===== config.mk =====
export PLATFORM = sky130hd
export DESIGN_NAME = tss_trunk_start
export DESIGN_NICKNAME = d
export VERILOG_FILES = /design/src/rtl/tss_pkg.sv /design/src/rtl/tss_trunk_start.sv
export SDC_FILE = /design/constraint.sdc
export NUM_CORES = 1
export LEC_CHECK = 0
export BUFFER_PORTS_ARGS = -buffer_cell sky130_fd_sc_hd__buf_2
export CORE_UTILIZATION = 45
export CTS_CLUSTER_SIZE = 28
export DETAILED_ROUTE_END_ITERATION = 6
export PLACE_DENSITY_LB_ADDON = 0.15
export SLEW_MARGIN = 5
export SYNTH_ARGS = -nofsm -noshare
export SYNTH_HDL_FRONTEND = slang
export SYNTH_SLANG_ARGS = --single-unit

===== constraint.sdc =====
create_clock -name pclk -period 6.8 [get_ports pclk]
set_clock_uncertainty 0.15 [all_clocks]
set_input_delay 1.02 -clock pclk [delete_from_list [all_inputs] [get_ports pclk]]
set_output_delay 1.02 -clock pclk [all_outputs]
set_load 0.03 [all_outputs]

===== src/rtl/tss_pkg.sv =====
// package: register map, field layout, modes and timing for the trunk start supervision block
package tss_pkg;
    // ------------------------------------------------------------
    // register byte offsets
    // ------------------------------------------------------------
    localparam logic [7:0] CTRL_OFS = 8'h00;
    localparam logic [7:0] STATUS_OFS = 8'h04;
    localparam logic [7:0] IRQ_STAT_OFS = 8'h08;
    localparam logic [7:0] IRQ_MASK_OFS = 8'h0C;
    localparam logic [7:0] PULSE_DIAL_END_OFS = 8'h10;
    localparam logic [7:0] TONE_DIAL_END_OFS = 8'h14;
    // ------------------------------------------------------------
    // control fields
    // ------------------------------------------------------------
    localparam int CTRL_MODE_LSB = 0;
    localparam int CTRL_STOPGO_POL = 2;
    localparam int CTRL_PSEUDO_EN = 3;
    localparam int CTRL_ADDR_TONE = 4;
    localparam int CTRL_ANSWER = 5;
    localparam int CTRL_SEIZE = 6;
    localparam int CTRL_TANDEM = 7;
    localparam int CTRL_GROUND_START = 8;
    localparam int CTRL_WIDTH = 9;
    localparam logic [8:0] CTRL_RESET = 9'h000;
    // ------------------------------------------------------------
    // incoming_start_setting encodings
    // ------------------------------------------------------------
    localparam logic [1:0] IMMEDIATE_START_MODE = 2'h0;
    localparam logic [1:0] DELAY_DIAL_MODE = 2'h1;
    localparam logic [1:0] WINK_START_MODE = 2'h2;
    // ------------------------------------------------------------
    // status and interrupt bits
    // ------------------------------------------------------------
    localparam int ST_SEIZED = 0;
    localparam int ST_REVERSED = 1;
    localparam int ST_STOP = 2;
    localparam int ST_OUTPULSE = 3;
    localparam int ST_FAR_ANSWER = 4;
    localparam int ST_PSEUDO = 5;
    localparam int ST_LOOP_CLOSED = 6;
    localparam int EV_SEIZE = 0;
    localparam int EV_RELEASE = 1;
    localparam int EV_FAR_ANSWER = 2;
    localparam int EV_DIAL_END = 3;
    localparam int EV_FAULT = 4;
    localparam int EV_WIDTH = 5;
    localparam logic [4:0] IRQ_MASK_RESET = 5'h00;
    localparam logic [15:0] PULSE_DIAL_END_RESET = 16'h1F40;
    localparam logic [15:0] TONE_DIAL_END_RESET = 16'h0FA0;
    // ------------------------------------------------------------
    // timing
    // ------------------------------------------------------------
    localparam int CLK_HZ = 50000000;
    localparam int MS_PER_S = 1000;
    localparam int MS_CYCLES = CLK_HZ / MS_PER_S;
    localparam logic [15:0] DELAY_DIAL_STOP_MS = 16'd384;
    localparam logic [15:0] WINK_PRE_MS = 16'd384;
    localparam logic [15:0] WINK_STOP_MS = 16'd256;
    localparam logic [15:0] TANDEM_LOOP_MS = 16'd1000;
    localparam logic [15:0] GO_TIMEOUT_MS = 16'd4000;
endpackage


===== src/rtl/tss_trunk_start.sv =====
// trunk start supervision: seizure, polarity answer, stop/go and outpulse gating
`timescale 1ns/1ps
module tss_trunk_start
    import tss_pkg::*;
#(
    parameter int MS_TICK_CYCLES = MS_CYCLES
)(
    // clock and reset
    input wire logic pclk,
    input wire logic presetn,
    // apb slave
    input wire logic psel,
    input wire logic penable,
    input wire logic pwrite,
    input wire logic [7:0] paddr,
    input wire logic [31:0] pwdata,
    output logic [31:0] prdata,
    output logic pready,
    output logic pslverr,
    // line sense
    input wire logic loop_current,
    input wire logic far_reversal,
    input wire logic far_stop,
    input wire logic ground_detect,
    input wire logic digit_event,
    // line drive
    output logic reverse_polarity,
    output logic near_offhook,
    output logic loop_close,
    output logic outpulse_enable,
    // interrupt
    output logic irq
);
    // ------------------------------------------------------------
    // state and registers
    // ------------------------------------------------------------
    typedef enum logic [3:0] {
        st_idle, st_in_pre, st_in_stop, st_in_digits, st_in_answered, st_in_cleared,
        st_out_wait, st_out_active, st_out_fail
    } tss_state_t;

    tss_state_t state;
    tss_state_t next_state;
    logic [CTRL_WIDTH-1:0] ctrl;
    logic [EV_WIDTH-1:0] irq_stat;
    logic [EV_WIDTH-1:0] irq_mask;
    logic [15:0] pulse_end_of_dial_time;
    logic [15:0] tone_end_of_dial_time;
    logic [15:0] ms_div;
    logic [15:0] ms_elapsed;
    logic ms_tick;
    logic restart;
    logic saw_far_stop;
    logic far_rev_q;
    logic pseudo;
    logic [EV_WIDTH-1:0] events;
    logic [1:0] incoming_start_setting;
    logic dial_end_hit;
    logic apb_wr;
    logic apb_setup;

    assign incoming_start_setting = ctrl[CTRL_MODE_LSB+:2];

    function automatic logic hit(input logic tick, input logic [15:0] el,
                                 input logic [15:0] lim);
        return tick && (lim != 16'h0000) && (el == lim - 16'h0001);
    endfunction

    function automatic logic mapped(input logic [7:0] a);
        return a == CTRL_OFS || a == STATUS_OFS || a == IRQ_STAT_OFS ||
               a == IRQ_MASK_OFS || a == PULSE_DIAL_END_OFS || a == TONE_DIAL_END_OFS;
    endfunction

    // ------------------------------------------------------------
    // millisecond time base
    // ------------------------------------------------------------
    // restart keeps each interval exact from its starting event
    assign restart = (next_state != state) || (state == st_in_digits && digit_event);
    assign ms_tick = (ms_div == 16'(MS_TICK_CYCLES - 1));

    always_ff @(posedge pclk or negedge presetn)
    begin
        if (!presetn)
            ms_div <= 16'h0000;
        else if (restart || ms_tick)
            ms_div <= 16'h0000;
        else
            ms_div <= ms_div + 16'h0001;
    end

    // saturates so an expired interval cannot fire again after wrap
    always_ff @(posedge pclk or negedge presetn)
    begin
        if (!presetn)
            ms_elapsed <= 16'h0000;
        else if (restart)
            ms_elapsed <= 16'h0000;
        else if (ms_tick && ms_elapsed != 16'hFFFF)
            ms_elapsed <= ms_elapsed + 16'h0001;
    end

    // ------------------------------------------------------------
    // call sequencer
    // ------------------------------------------------------------
    assign dial_end_hit = hit(ms_tick, ms_elapsed, ctrl[CTRL_ADDR_TONE] ?
                         tone_end_of_dial_time : pulse_end_of_dial_time);

    always_comb
    begin
        next_state = state;
        case (state)
            st_idle:
                if (ctrl[CTRL_SEIZE])
                    next_state = st_out_wait;
                else if (loop_current)
                    case (incoming_start_setting)
                        DELAY_DIAL_MODE: next_state = st_in_stop;
                        WINK_START_MODE: next_state = st_in_pre;
                        default: next_state = st_in_digits;
                    endcase
            st_in_pre:
                if (!loop_current)
                    next_state = st_idle;
                else if (hit(ms_tick, ms_elapsed, WINK_PRE_MS))
                    next_state = st_in_stop;
            st_in_stop:
                if (!loop_current)
                    next_state = st_idle;
                else if (hit(ms_tick, ms_elapsed, incoming_start_setting == WINK_START_MODE ?
                              WINK_STOP_MS : DELAY_DIAL_STOP_MS))
                    next_state = st_in_digits;
            st_in_digits:
                if (!loop_current)
                    next_state = st_idle;
                else if (ctrl[CTRL_ANSWER] || (dial_end_hit && ctrl[CTRL_PSEUDO_EN]))
                    next_state = st_in_answered;
            st_in_answered:
                if (!loop_current)
                    next_state = st_idle;
                else if (!ctrl[CTRL_ANSWER] && !pseudo)
                    next_state = st_in_cleared;
            st_in_cleared:
                if (!loop_current)
                    next_state = st_idle;
            st_out_wait:
                if (!ctrl[CTRL_SEIZE])
                    next_state = st_idle;
                else if (ctrl[CTRL_TANDEM])
                begin
                    if (ctrl[CTRL_GROUND_START] ? ground_detect :
                        hit(ms_tick, ms_elapsed, TANDEM_LOOP_MS))
                        next_state = st_out_active;
                end
                else if (incoming_start_setting == IMMEDIATE_START_MODE)
                    next_state = st_out_active;
                else if (saw_far_stop && !far_stop)
                    next_state = st_out_active;
                else if (hit(ms_tick, ms_elapsed, GO_TIMEOUT_MS))
                    next_state = st_out_fail;
            st_out_active:
                if (!ctrl[CTRL_SEIZE])
                    next_state = st_idle;
            st_out_fail:
                if (!ctrl[CTRL_SEIZE])
                    next_state = st_idle;
            default:
                next_state = st_idle;
        endcase
    end

    always_ff @(posedge pclk or negedge presetn)
    begin
        if (!presetn)
            state <= st_idle;
        else
            state <= next_state;
    end

    // pseudo answer holds until the far end releases; software cannot undo it
    always_ff @(posedge pclk or negedge presetn)
    begin
        if (!presetn)
            pseudo <= 1'b0;
        else if (state == st_in_digits && next_state == st_in_answered && !ctrl[CTRL_ANSWER])
            pseudo <= 1'b1;
        else if (next_state == st_idle)
            pseudo <= 1'b0;
    end

    always_ff @(posedge pclk or negedge presetn)
    begin
        if (!presetn)
            saw_far_stop <= 1'b0;
        else if (state != st_out_wait)
            saw_far_stop <= 1'b0;
        else if (far_stop)
            saw_far_stop <= 1'b1;
    end

    always_ff @(posedge pclk or negedge presetn)
    begin
        if (!presetn)
            far_rev_q <= 1'b0;
        else
            far_rev_q <= far_reversal;
    end

    // ------------------------------------------------------------
    // line outputs
    // ------------------------------------------------------------
    // stop goes out as reversal or off-hook; reversal also carries answer
    always_ff @(posedge pclk or negedge presetn)
    begin
        if (!presetn)
        begin
            reverse_polarity <= 1'b0;
            near_offhook <= 1'b0;
            loop_close <= 1'b0;
            outpulse_enable <= 1'b0;
        end
        else
        begin
            reverse_polarity <= (next_state == st_in_answered) ||
                                (next_state == st_in_stop && ctrl[CTRL_STOPGO_POL]);
            near_offhook <= next_state == st_in_stop && !ctrl[CTRL_STOPGO_POL];
            loop_close <= next_state == st_out_wait || next_state == st_out_active;
            outpulse_enable <= next_state == st_out_active;
        end
    end

    // ------------------------------------------------------------
    // events and interrupt
    // ------------------------------------------------------------
    always_comb
    begin
        events = '0;
        events[EV_SEIZE] = state == st_idle && next_state != st_idle && !ctrl[CTRL_SEIZE];
        events[EV_RELEASE] = state != st_idle && next_state == st_idle;
        events[EV_FAR_ANSWER] = state == st_out_active && far_reversal && !far_rev_q;
        events[EV_DIAL_END] = state == st_in_digits && dial_end_hit;
        events[EV_FAULT] = (state == st_out_wait && next_state == st_out_fail) ||
                           ((state == st_in_pre || state == st_in_stop) && !loop_current);
    end

    assign apb_wr = psel && penable && pwrite;
    assign apb_setup = psel && !penable;

    // set wins over a write-one clear in the same cycle
    always_ff @(posedge pclk or negedge presetn)
    begin
        if (!presetn)
            irq_stat <= '0;
        else if (apb_wr && paddr == IRQ_STAT_OFS)
            irq_stat <= (irq_stat & ~pwdata[EV_WIDTH-1:0]) | events;
        else
            irq_stat <= irq_stat | events;
    end

    assign irq = |(irq_stat & irq_mask);

    // ------------------------------------------------------------
    // apb registers
    // ------------------------------------------------------------
    always_ff @(posedge pclk or negedge presetn)
    begin
        if (!presetn)
        begin
            ctrl <= CTRL_RESET;
            irq_mask <= IRQ_MASK_RESET;
            pulse_end_of_dial_time <= PULSE_DIAL_END_RESET;
            tone_end_of_dial_time <= TONE_DIAL_END_RESET;
        end
        else if (apb_wr)
            case (paddr)
                CTRL_OFS: ctrl <= pwdata[CTRL_WIDTH-1:0];
                IRQ_MASK_OFS: irq_mask <= pwdata[EV_WIDTH-1:0];
                PULSE_DIAL_END_OFS: pulse_end_of_dial_time <= pwdata[15:0];
                TONE_DIAL_END_OFS: tone_end_of_dial_time <= pwdata[15:0];
                default: ;
            endcase
    end

    // read data is captured in the setup cycle so the access phase needs no wait
    always_ff @(posedge pclk or negedge presetn)
    begin
        if (!presetn)
            prdata <= 32'h00000000;
        else if (apb_setup)
        begin
            prdata <= 32'h00000000;
            case (paddr)
                CTRL_OFS: prdata[CTRL_WIDTH-1:0] <= ctrl;
                STATUS_OFS:
                begin
                    prdata[ST_SEIZED] <= state inside {st_in_pre, st_in_stop, st_in_digits,
                                                      st_in_answered, st_in_cleared};
                    prdata[ST_REVERSED] <= reverse_polarity;
                    prdata[ST_STOP] <= state == st_in_stop;
                    prdata[ST_OUTPULSE] <= outpulse_enable;
                    prdata[ST_FAR_ANSWER] <= state == st_out_active && far_reversal;
                    prdata[ST_PSEUDO] <= pseudo;
                    prdata[ST_LOOP_CLOSED] <= loop_close;
                end
                IRQ_STAT_OFS: prdata[EV_WIDTH-1:0] <= irq_stat;
                IRQ_MASK_OFS: prdata[EV_WIDTH-1:0] <= irq_mask;
                PULSE_DIAL_END_OFS: prdata[15:0] <= pulse_end_of_dial_time;
                TONE_DIAL_END_OFS: prdata[15:0] <= tone_end_of_dial_time;
                default: ;
            endcase
        end
    end

    assign pready = 1'b1;
    assign pslverr = psel && penable && !mapped(paddr);

    // ------------------------------------------------------------
    // assertions
    // ------------------------------------------------------------
    AST_SEIZE_DETECT: assert property (@(posedge pclk) disable iff (!presetn)
        (state == st_idle && loop_current && !ctrl[CTRL_SEIZE]) |=> state != st_idle)
        else $error("incoming loop not taken as seizure");
    AST_MODE_SELECT: assert property (@(posedge pclk) disable iff (!presetn)
        (state == st_idle && loop_current && !ctrl[CTRL_SEIZE] &&
         incoming_start_setting == WINK_START_MODE) |=> state == st_in_pre ##1 !near_offhook)
        else $error("wink mode did not wait before stop");
    AST_DD_STOP: assert property (@(posedge pclk) disable iff (!presetn)
        (state == st_idle && loop_current && !ctrl[CTRL_SEIZE] && !ctrl[CTRL_STOPGO_POL] &&
         incoming_start_setting == DELAY_DIAL_MODE) |=> near_offhook)
        else $error("delay dial stop not raised at seizure");
    AST_STOP_END: assert property (@(posedge pclk) disable iff (!presetn)
        (state == st_in_stop && loop_current && hit(ms_tick, ms_elapsed,
         incoming_start_setting == WINK_START_MODE ? WINK_STOP_MS : DELAY_DIAL_STOP_MS))
        |=> state == st_in_digits && !near_offhook)
        else $error("go signal not returned at end of stop");
    AST_STOP_AFTER_SEIZE: assert property (@(posedge pclk) disable iff (!presetn)
        $rose(state == st_in_stop) |-> $past(loop_current))
        else $error("stop signal without a seizure");
    AST_ANSWER_REVERSE: assert property (@(posedge pclk) disable iff (!presetn)
        (state == st_in_digits && loop_current && ctrl[CTRL_ANSWER]) |=> reverse_polarity)
        else $error("answer did not reverse polarity");
    AST_RELEASE: assert property (@(posedge pclk) disable iff (!presetn)
        (state == st_in_answered && !loop_current) |=> state == st_idle && !reverse_polarity)
        else $error("far release did not restore polarity");
    AST_INHIBIT: assert property (@(posedge pclk) disable iff (!presetn)
        (state == st_out_wait && !saw_far_stop && !ctrl[CTRL_TANDEM] &&
         incoming_start_setting != IMMEDIATE_START_MODE) |=> !outpulse_enable)
        else $error("outpulse before far go signal");
    AST_TANDEM_GROUND: assert property (@(posedge pclk) disable iff (!presetn)
        (state == st_out_wait && ctrl[CTRL_SEIZE] && ctrl[CTRL_TANDEM] &&
         ctrl[CTRL_GROUND_START] && ground_detect) |=> outpulse_enable)
        else $error("tandem outpulse not started on ground detect");
    AST_FAULT: assert property (@(posedge pclk) disable iff (!presetn)
        (state == st_in_stop && !loop_current) |=> irq_stat[EV_FAULT])
        else $error("broken stop/go exchange not flagged");
    AST_PSEUDO: assert property (@(posedge pclk) disable iff (!presetn)
        (state == st_in_digits && loop_current && dial_end_hit && ctrl[CTRL_PSEUDO_EN] &&
         !ctrl[CTRL_ANSWER]) |=> pseudo && reverse_polarity)
        else $error("no pseudo answer at end of dial");
    AST_TICK_CLEAR: assert property (@(posedge pclk) disable iff (!presetn)
        (state != next_state) |=> ms_elapsed == 16'h0000 && ms_div == 16'h0000)
        else $error("interval counters not cleared on state change");
    AST_FAR_ANSWER: assert property (@(posedge pclk) disable iff (!presetn)
        (state == st_out_active && $rose(far_reversal)) |=> irq_stat[EV_FAR_ANSWER])
        else $error("far answer reversal not reported");
endmodule


==> flow_summary.yaml, run 1 <==
status:
  status: "finished, final reports clean"
synth:
  syn_avg_cell_area_um2: 9.932
  synth_edf_count: 0
  synth_fa_ha_area_frac: 0.007776
  syn_inst: 648
  synth_flop_cell: "dfrtp_1"
  syn_area_um2: 6436
  ys_seq_area_frac: 0.4300
  synth_compound_area_frac: 0.1013
  synth.area.top_cells: "dfrtp_1 38%, mux2_2 9.3%, dfstp_2 4.9%"
  ys_seq_elements: 110
  yosys.area_share.simple: 0.2057
  async_reset_ff_frac: 1.000
  synth_xor_area_frac: 0.07212
  synth_top_family_by_area: "simple AND/OR/NAND/NOR gates"
  synth.distinct_cells: 71
  netlist.area_leader.share: 0.3810
  synth_top_cell_by_area: "dfrtp_1"
  synth.area.mux_share: 0.1386
  ys_warn_count: 0
clock_network:
  cts_buffer_depth: 2
  cts_resized: 0
  worstSkewPairLatency_ns: 0.36
  numCtsBuffers: 9
  cts_num_sinks: 110
  cts_tree: "yes"
  clkTransAtPathRegs_ns: 0.07
  cts_root_buf: "clkbuf_16"
  post-cts-setup-buffers: 0
  holdBufCountCts: 0
  cts_max_level: 3
placement:
  dp_hpwl_mm: 11.24
  numPortBuffers: 55
  placed_area_um2: 6792
  gp_congestion: 0.9159
final_layout:
  antennaDiodeCount: 0
  final_nets: 743
  final_common_cell: "dfrtp_1"
  n_fill_cell: 1312
  synthToLayoutAreaGrowth_pct: 10.59
  final_area_um2: 7118
  drive_gt1_frac: 0.2248
  layout_common_cells: "98 x dfrtp_1, 70 x nand2_1, 57 x nor2_1"
setup_path:
  crit_type: "reg2reg"
  cp_slowest_cell: "or4_1"
  required_ns: 6.90
  cp_num_buf_inv: 0
  reg2reg_depth: 10
  cpPeakStageDelay_ns: 0.82
  critPathLaunchType: "flop"
  crit_chain: "ha_1 -> and3_1 -> nand4_1 -> or4_1 -> a21boi_1 -> o2111ai_1 -> nor4_4 -> nor2_2 -> or4b_4 -> a22o_1"
  crit_fanout: 15
  critPathTopFamily: "simple AND/OR/NAND/NOR gates"
  crit_arrival_ns: 4.54
  cp-end-kind: "flop"
  cp_num_cells: 10
global_route:
  grt_pass1_wl_mm: 25.25
  grt_antenna_before_repair: 0
  track_usage: 0.2228
  overflow: 0
  grt_max_degree: 69
  grt_pass1_vias: 4789
floorplan:
  initial_core_util: 0.4619
  dieArea_um2: 14790
  pin_count: 89
  die_y_um: 121.6
  fp.dieW_um: 121.6
  num_rows: 43
  core_um2: 13930
flow_run:
  max_cap_violations: 0
route:
  first_pass_iters: 6
  drt-total-wl_mm: 15.42
  drt_iter0_drc: 340
  post_drt_wl_per_cell_um: 17.64
  ant_nets: 0
  drcViolationCount: 0
  vias: 5053
  vias_per_cell: 5.781
timing:
  tightestPinTransition_ns: 0.9948
  tns_ns: 0
  rsz0062_at_grt: "no"
  period_needed_ns: 4.436
  fin_crit_sh: 0.6523
  finalHoldViolations: 0
  fmax_ghz: 0.2254
  final_max_slew_viol_count: 0
  setup_violations: 0
  slew_headroom: 0.3354
pwr:
  max-vdd-ir-drop_mv: 0.1631
  p_leak_nw: 3.202
  power.density_cell_area_nw_per_um2: 213.8
min_path:
  hold_depth: 1
  hp-class: "reg2reg"
## kinds of logic after synthesis
group,count (synthesis)
AND/OR/NAND/NOR,253
multiplexers,80
adder cells (fa/ha/maj),4
buffers and inverters,54
AO/OA/AOI/OAI,92
XOR/XNOR,53
other,2
flip-flops,110
## synthesized netlist by cell type (10+ instances only)
cell	instances
clkbuf_1	18
buf_4	17
nand3_1	17
inv_1	10
and3_1	13
mux2i_1	25
dfstp_2	12
xor2_1	25
nor2_1	58
mux2_2	53
nand4_1	10
xnor2_1	28
dfrtp_1	98
o21ai_0	28
nand2_1	70
nor3_1	17
## metal layers
| metal | GRT usage | share of wire |
|---|---|---|
| met3 | 0.03324 | 0.041 |
| met4 | 0.07330 | 0.013 |
| met5 | 0 | 0 |
| met2 | 0.3445 | 0.46 |
| met1 | 0.3194 | 0.49 |
## flip-flops by register name, summed over array words and instances (netlist names), 4 cells and up
| signal | cells |
|---|---|
| irq_mask | 5 |
| ctrl | 9 |
| pulse_end_of_dial_time | 16 |
| ms_div | 16 |
| ms_elapsed | 16 |
| prdata | 16 |
| tone_end_of_dial_time | 16 |
| state | 4 |
| irq_stat | 5 |
## power breakdown
part           switching (mW)  total [mW]  internal [mW]
logic                   0.157       0.237         0.0793
clock network           0.241       0.583          0.342
registers              0.0303       0.702          0.671
total                   0.429        1.52           1.09
## cell type report
type                    count  area [µm²]  area share
clock buffers              12       256.5     0.03603
clock inverters             4       70.07    0.009844
inverters                  10       37.54    0.005273
multi-input cells         499        3453      0.4851
flip-flops and latches    110        2768      0.3888
well taps                 180       225.2     0.03164
repair buffers             59       307.8     0.04324
## path summary, 6_finish.rpt
check | from | to | slack, ns
min in group asynchronous | presetn | prdata[3] | 0.63
hold / removal | far_rev_q | irq_stat[2] | 0.29
setup / recovery | ms_div[0] | irq_stat[0] | 2.36
max in group asynchronous | presetn | tone_end_of_dial_time[4] | 4.77
setup reg to reg | ms_div[0] | irq_stat[0] | 2.36
hold reg to reg | far_rev_q | irq_stat[2] | 0.29
## metrics by stage
stage	util	worst slack (ns)	power (mW)	cells	hold WS [ns]
final	0.5108	2.364	1.522	874	0.2884
after CTS	0.5108	2.408	1.533	874	0.2940
after detailed placement	0.4874	2.446	0.9508	858	0.2841
after floorplan	-	2.634	0.8820	663	0.2604
after global placement	0.4874	2.473	0.9447	858	0.2672
after global routing	0.5108	2.121	1.589	874	0.3301
Power figures use the tool's default switching activity.
==> inputs of run 2 (changes only) <==
clock period = 4.64 ns   (was 6.8 ns; I/O delays follow)
==> run 2 against run 1 <==
Sequential cell count unchanged. Sequential power up 47%. Register-to-register slack worse by 1.8 ns. Count of clock-buffer cells in the layout down 1. Final cell count up 0.69%. Non-clock buffer count up 6. Critical path type unchanged. Largest cell class unchanged.
==> flow_summary.yaml, run 2 (synthesized netlist as in run 1, its figures left out) <==
status:
  status: "finished, final reports clean"
setup_path:
  crit_type: "reg2reg"
  crit_chain: "buf_4 -> or4_1 -> o32a_1 -> or4_1 -> a31oi_1 -> a41oi_1 -> nor4_2 -> o22ai_1 -> o211ai_1 -> buf_4 -> nor2_1"
  cp-end-kind: "flop"
  crit_fanout: 32
  required_ns: 4.72
  cp_slowest_cell: "nor4_2"
  crit_arrival_ns: 4.18
  critPathLaunchType: "flop"
  cpPeakStageDelay_ns: 0.63
clock_network:
  clkTransAtPathRegs_ns: 0.07
  cts_root_buf: "clkbuf_16"
  holdBufCountCts: 0
  cts_max_level: 3
  worstSkewPairLatency_ns: 0.36
  cts_num_sinks: 110
  cts_resized: 0
  cts_buffer_depth: 2
  post-cts-setup-buffers: 0
  numCtsBuffers: 9
  cts_tree: "yes"
timing:
  fmax_ghz: 0.2441
  rsz0062_at_grt: "no"
  slew_headroom: 0.2808
  tightestPinTransition_ns: 1.079
  final_max_slew_viol_count: 0
  tns_ns: 0
  finalHoldViolations: 0
  hold_slack_ns: 0.2852
  setup_violations: 0
  fin_crit_sh: 0.8829
  layout_setup_ws_ns: 0.5434
  period_needed_ns: 4.097
route:
  drt_iter0_drc: 343
  post_drt_wl_per_cell_um: 17.25
  drt-total-wl_mm: 15.18
  drcViolationCount: 0
  vias: 4981
  ant_nets: 0
  vias_per_cell: 5.660
  first_pass_iters: 5
floorplan:
  num_rows: 43
  die_y_um: 121.6
  initial_core_util: 0.4619
  dieArea_um2: 14790
  pin_count: 89
  core_um2: 13930
  fp.dieW_um: 121.6
global_route:
  grt_pass1_vias: 4765
  overflow: 0
  grt_pass1_wl_mm: 24.90
  track_usage: 0.2175
  grt_antenna_before_repair: 0
  grt_max_degree: 85
placement:
  gp_congestion: 0.9041
  numPortBuffers: 55
  place_ws_ns: 0.6082
  dp_hpwl_mm: 11.11
  post-place-cells: 864
min_path:
  hp-class: "reg2reg"
final_layout:
  layout_common_cells: "98 x dfrtp_1, 70 x nand2_1, 58 x nor2_1"
  final_nets: 749
  antennaDiodeCount: 0
  drive_gt1_frac: 0.2314
  final_cells: 880
  final_common_cell: "dfrtp_1"
  synthToLayoutAreaGrowth_pct: 10.98
pwr:
  power.density_cell_area_nw_per_um2: 304.8
  p_leak_nw: 3.220
  max-vdd-ir-drop_mv: 0.1778
flow_run:
  max_cap_violations: 0
-- run 2: cell types whose count changed in the layout (fill, tap and decap cells not counted) --
cell / previous run / this run
buf_4: 5 / 11
bufinv_16: 2 / 1
clkbuf_1: 1 / 0
clkinvlp_4: 0 / 1
inv_6: 0 / 1
nor2_1: 57 / 58
nor2_2: 2 / 1
-- run 2: final cells by class --
| class | instances | area [µm²] |
|---|---|---|
| well taps | 180 | 225.2 |
| clock inverters | 5 | 56.30 |
| flip-flops and latches | 110 | 2768 |
| fillers | 1286 | 6792 |
| multi-input cells | 499 | 3451 |
| inverters | 10 | 37.54 |
| repair buffers | 65 | 352.8 |
| clock buffers | 11 | 252.7 |
-- run 2: routing by layer --
layer / global-route usage / part of all wire / up-vias
met3: 0.03418 / 0.042 / 11
met1: 0.3198 / 0.50 / 2459
li1: - / - / 2390
met5: 0 / 0 / -
met4: 0.05556 / 0.010 / 0
met2: 0.3331 / 0.45 / 121
-- run 2: report_power, final --
group / internal, mW / switching (mW)
sequential: 0.984 / 0.0449
combinational: 0.118 / 0.227
clock: 0.448 / 0.354
total: 1.55 / 0.626
-- run 2: worst max-delay path: cells and delay by family (launching register included) --
family                 cells  cell delay [ns]
AO/OA/AOI/OAI              5             0.96
buffers and inverters      2             0.57
flip-flops                 1             0.43
AND/OR/NAND/NOR            4             1.83
-- run 2: final timing paths --
kind	startpoint	to	slack [ns]	cells past startpoint
max reg2reg	ctrl[4]	ms_elapsed[11]	0.54	11
min reg2reg	far_rev_q	irq_stat[2]	0.29	1
max in group asynchronous	presetn	outpulse_enable	3.05	2
max	ctrl[4]	ms_elapsed[11]	0.54	11
min in group asynchronous	presetn	irq_mask[3]	0.36	1
min	far_rev_q	irq_stat[2]	0.29	1
-- run 2: stage by stage --
| stage | total power, mW | utilization | area (µm²) |
|---|---|---|---|
| after CTS | 2.195 | 0.5126 | 7143 |
| after global placement | 1.389 | 0.4904 | 6834 |
| after floorplan | 1.293 | - | 6492 |
| after global routing | 2.274 | 0.5126 | 7143 |
| after detailed placement | 1.393 | 0.4904 | 6834 |
| final | 2.177 | 0.5126 | 7143 |
==> inputs of run 3 (changes only) <==
--- a/config.mk
+++ b/config.mk
@@ -7,5 +7,7 @@
 export LEC_CHECK = 0
 export BUFFER_PORTS_ARGS = -buffer_cell sky130_fd_sc_hd__buf_2
-export CORE_UTILIZATION = 45
+export CELL_PAD_IN_SITES_DETAIL_PLACEMENT = 2
+export CELL_PAD_IN_SITES_GLOBAL_PLACEMENT = 2
+export CORE_UTILIZATION = 37
 export CTS_CLUSTER_SIZE = 28
 export DETAILED_ROUTE_END_ITERATION = 6
--- a/constraint.sdc
+++ b/constraint.sdc
@@ -3,3 +3,3 @@
 set_input_delay 0.696 -clock pclk [delete_from_list [all_inputs] [get_ports pclk]]
 set_output_delay 0.696 -clock pclk [all_outputs]
-set_load 0.03 [all_outputs]
+set_load 0.01 [all_outputs]
==> run 3 against run 2 <==
Setup slack worse by 0.10 ns. Core utilization down 8.3 points. Routed wire length up 23%. Via count up 2.9%. Critical path depth up 1. Critical path type unchanged. Final cell count up 4.5%. Count of clock-buffer cells in the layout up 1. Sequential share of layout area down 0.30 points. Register-to-register slack worse by 0.10 ns.
==> flow_summary.yaml, run 3 (synthesized netlist as in run 1, its figures left out) <==
floorplan:
  core_um2: 16760
  pin_count: 89
  initial_core_util: 0.3840
  fp.dieW_um: 133.9
  die_y_um: 133.9
  num_rows: 47
  dieArea_um2: 17930
global_route:
  grt_pass1_vias: 5614
  track_usage: 0.2206
  grt_antenna_before_repair: 0
  grt_pass1_wl_mm: 30.57
  overflow: 0
  grt_max_degree: 55
setup_path:
  cpPeakStageDelay_ns: 0.60
  critPathLaunchType: "flop"
  rrSetupSlack_ns: 0.44
  cp-end-kind: "flop"
  cp_slowest_cell: "nor4_2"
  crit_arrival_ns: 4.28
  required_ns: 4.72
  crit_fanout: 36
  cp_num_buf_inv: 3
  critPathTopFamily: "simple AND/OR/NAND/NOR gates"
  crit_type: "reg2reg"
  crit_chain: "buf_12 -> or4b_1 -> a222oi_1 -> buf_4 -> nand4_1 -> o21ai_0 -> o221ai_1 -> nor4_2 -> o211ai_1 -> o211ai_1 -> buf_4 -> nor2_1"
final_layout:
  final_cells: 920
  layout_common_cells: "98 x dfrtp_1, 70 x nand2_1, 58 x nor2_1"
  final_common_cell: "dfrtp_1"
  antennaDiodeCount: 0
  n_fill_cell: 1850
  synthToLayoutAreaGrowth_pct: 11.86
  regArea_um2: 2768
  drive_gt1_frac: 0.2286
  multi_input_area_um2: 3451
  final_nets: 749
route:
  drt_iter0_drc: 272
  vias: 5123
  first_pass_iters: 5
  post_drt_wl_per_cell_um: 20.35
  vias_per_cell: 5.568
  ant_nets: 0
  drcViolationCount: 0
  drt-total-wl_mm: 18.72
clock_network:
  numCtsBuffers: 9
  cts_root_buf: "clkbuf_16"
  cts_tree: "yes"
  cts_resized: 0
  cts_buffer_depth: 2
  post-cts-setup-buffers: 0
  worstSkewPairLatency_ns: 0.36
  cts_max_level: 3
  clkTransAtPathRegs_ns: 0.07
  cts_num_sinks: 110
  holdBufCountCts: 0
timing:
  final_max_slew_viol_count: 0
  rsz0062_at_grt: "no"
  setup_violations: 0
  fin_crit_sh: 0.9048
  period_needed_ns: 4.198
  tightestPinTransition_ns: 0.8803
  slew_headroom: 0.4131
  finalHoldViolations: 0
  tns_ns: 0
  fmax_ghz: 0.2382
placement:
  post-place-cells: 904
  gp_congestion: 0.8493
  numPortBuffers: 55
  dp_hpwl_mm: 14.16
status:
  status: "finished, final reports clean"
pwr:
  power.density_cell_area_nw_per_um2: 302.5
  p_leak_nw: 3.217
  max-vdd-ir-drop_mv: 0.1815
min_path:
  hp-class: "in2async"
flow_run:
  max_cap_violations: 0
[run 3: cell count changes in the layout (fill, tap and decap cells not counted)]
cell / delta
buf_12: +1
buf_4: -1
clkbuf_1: +2
clkbuf_8: -1
clkinv_2: -2
clkinv_4: +3
clkinvlp_4: -1
inv_6: -1
[run 3: metrics by stage]
stage               instance area [µm²]  total power, mW  utilization  worst slack, ns  hold WS [ns]
floorplan                          6492            1.273            -           0.4735        0.2504
global placement                   6897            1.380       0.4115           0.5276        0.2696
detailed placement                 6897            1.393       0.4115           0.4635        0.3086
CTS                                7199            2.206       0.4296           0.4253        0.2589
global route                       7199            2.276       0.4296           0.2250        0.2783
finish                             7199            2.178       0.4296           0.4417        0.2248
[run 3: report_power, final]
part | internal [mW] | switching, mW | leakage, nW
logic | 0.119 | 0.221 | 1.60
registers | 0.984 | 0.0488 | 1.47
clock network | 0.438 | 0.368 | 0.147
total | 1.54 | 0.637 | 3.22
[run 3: worst register-to-register path, cell delays in order, from the launching register on]
cell      delay (ns)
dfrtp_1         0.45
buf_12          0.24
or4b_1          0.53
a222oi_1        0.43
buf_4           0.21
nand4_1         0.10
o21ai_0         0.28
o221ai_1        0.30
nor4_2          0.60
o211ai_1        0.18
o211ai_1        0.13
buf_4           0.36
nor2_1          0.12
[run 3: worst paths after layout]
path	depth (start not counted)	to	start
worst max-delay path	12	ms_elapsed[12]	ctrl[4]
worst min-delay path	1	prdata[0]	presetn
worst max register to register	12	ms_elapsed[12]	ctrl[4]
worst min register to register	1	irq_stat[2]	far_rev_q
max in group asynchronous	2	pulse_end_of_dial_time[12]	presetn
min in group pclk	1	irq_stat[2]	far_rev_q
[run 3: cell type report]
type | count | share of cell area
Multi-Input combinational cell | 499 | 0.4793
Sequential cell | 110 | 0.3844
Tap cell | 220 | 0.03823
Timing Repair Buffer | 65 | 0.05075
Inverter | 10 | 0.005214
Clock buffer | 12 | 0.03424
Clock inverter | 4 | 0.007821
[run 3: routing by layer]
layer / GRT usage / vias up / part of all wire
li1: - / 2397 / -
met1: 0.2921 / 2610 / 0.46
met2: 0.3719 / 94 / 0.49
met3: 0.02721 / 22 / 0.037
met4: 0.07513 / 0 / 0.017
met5: 0 / - / 0
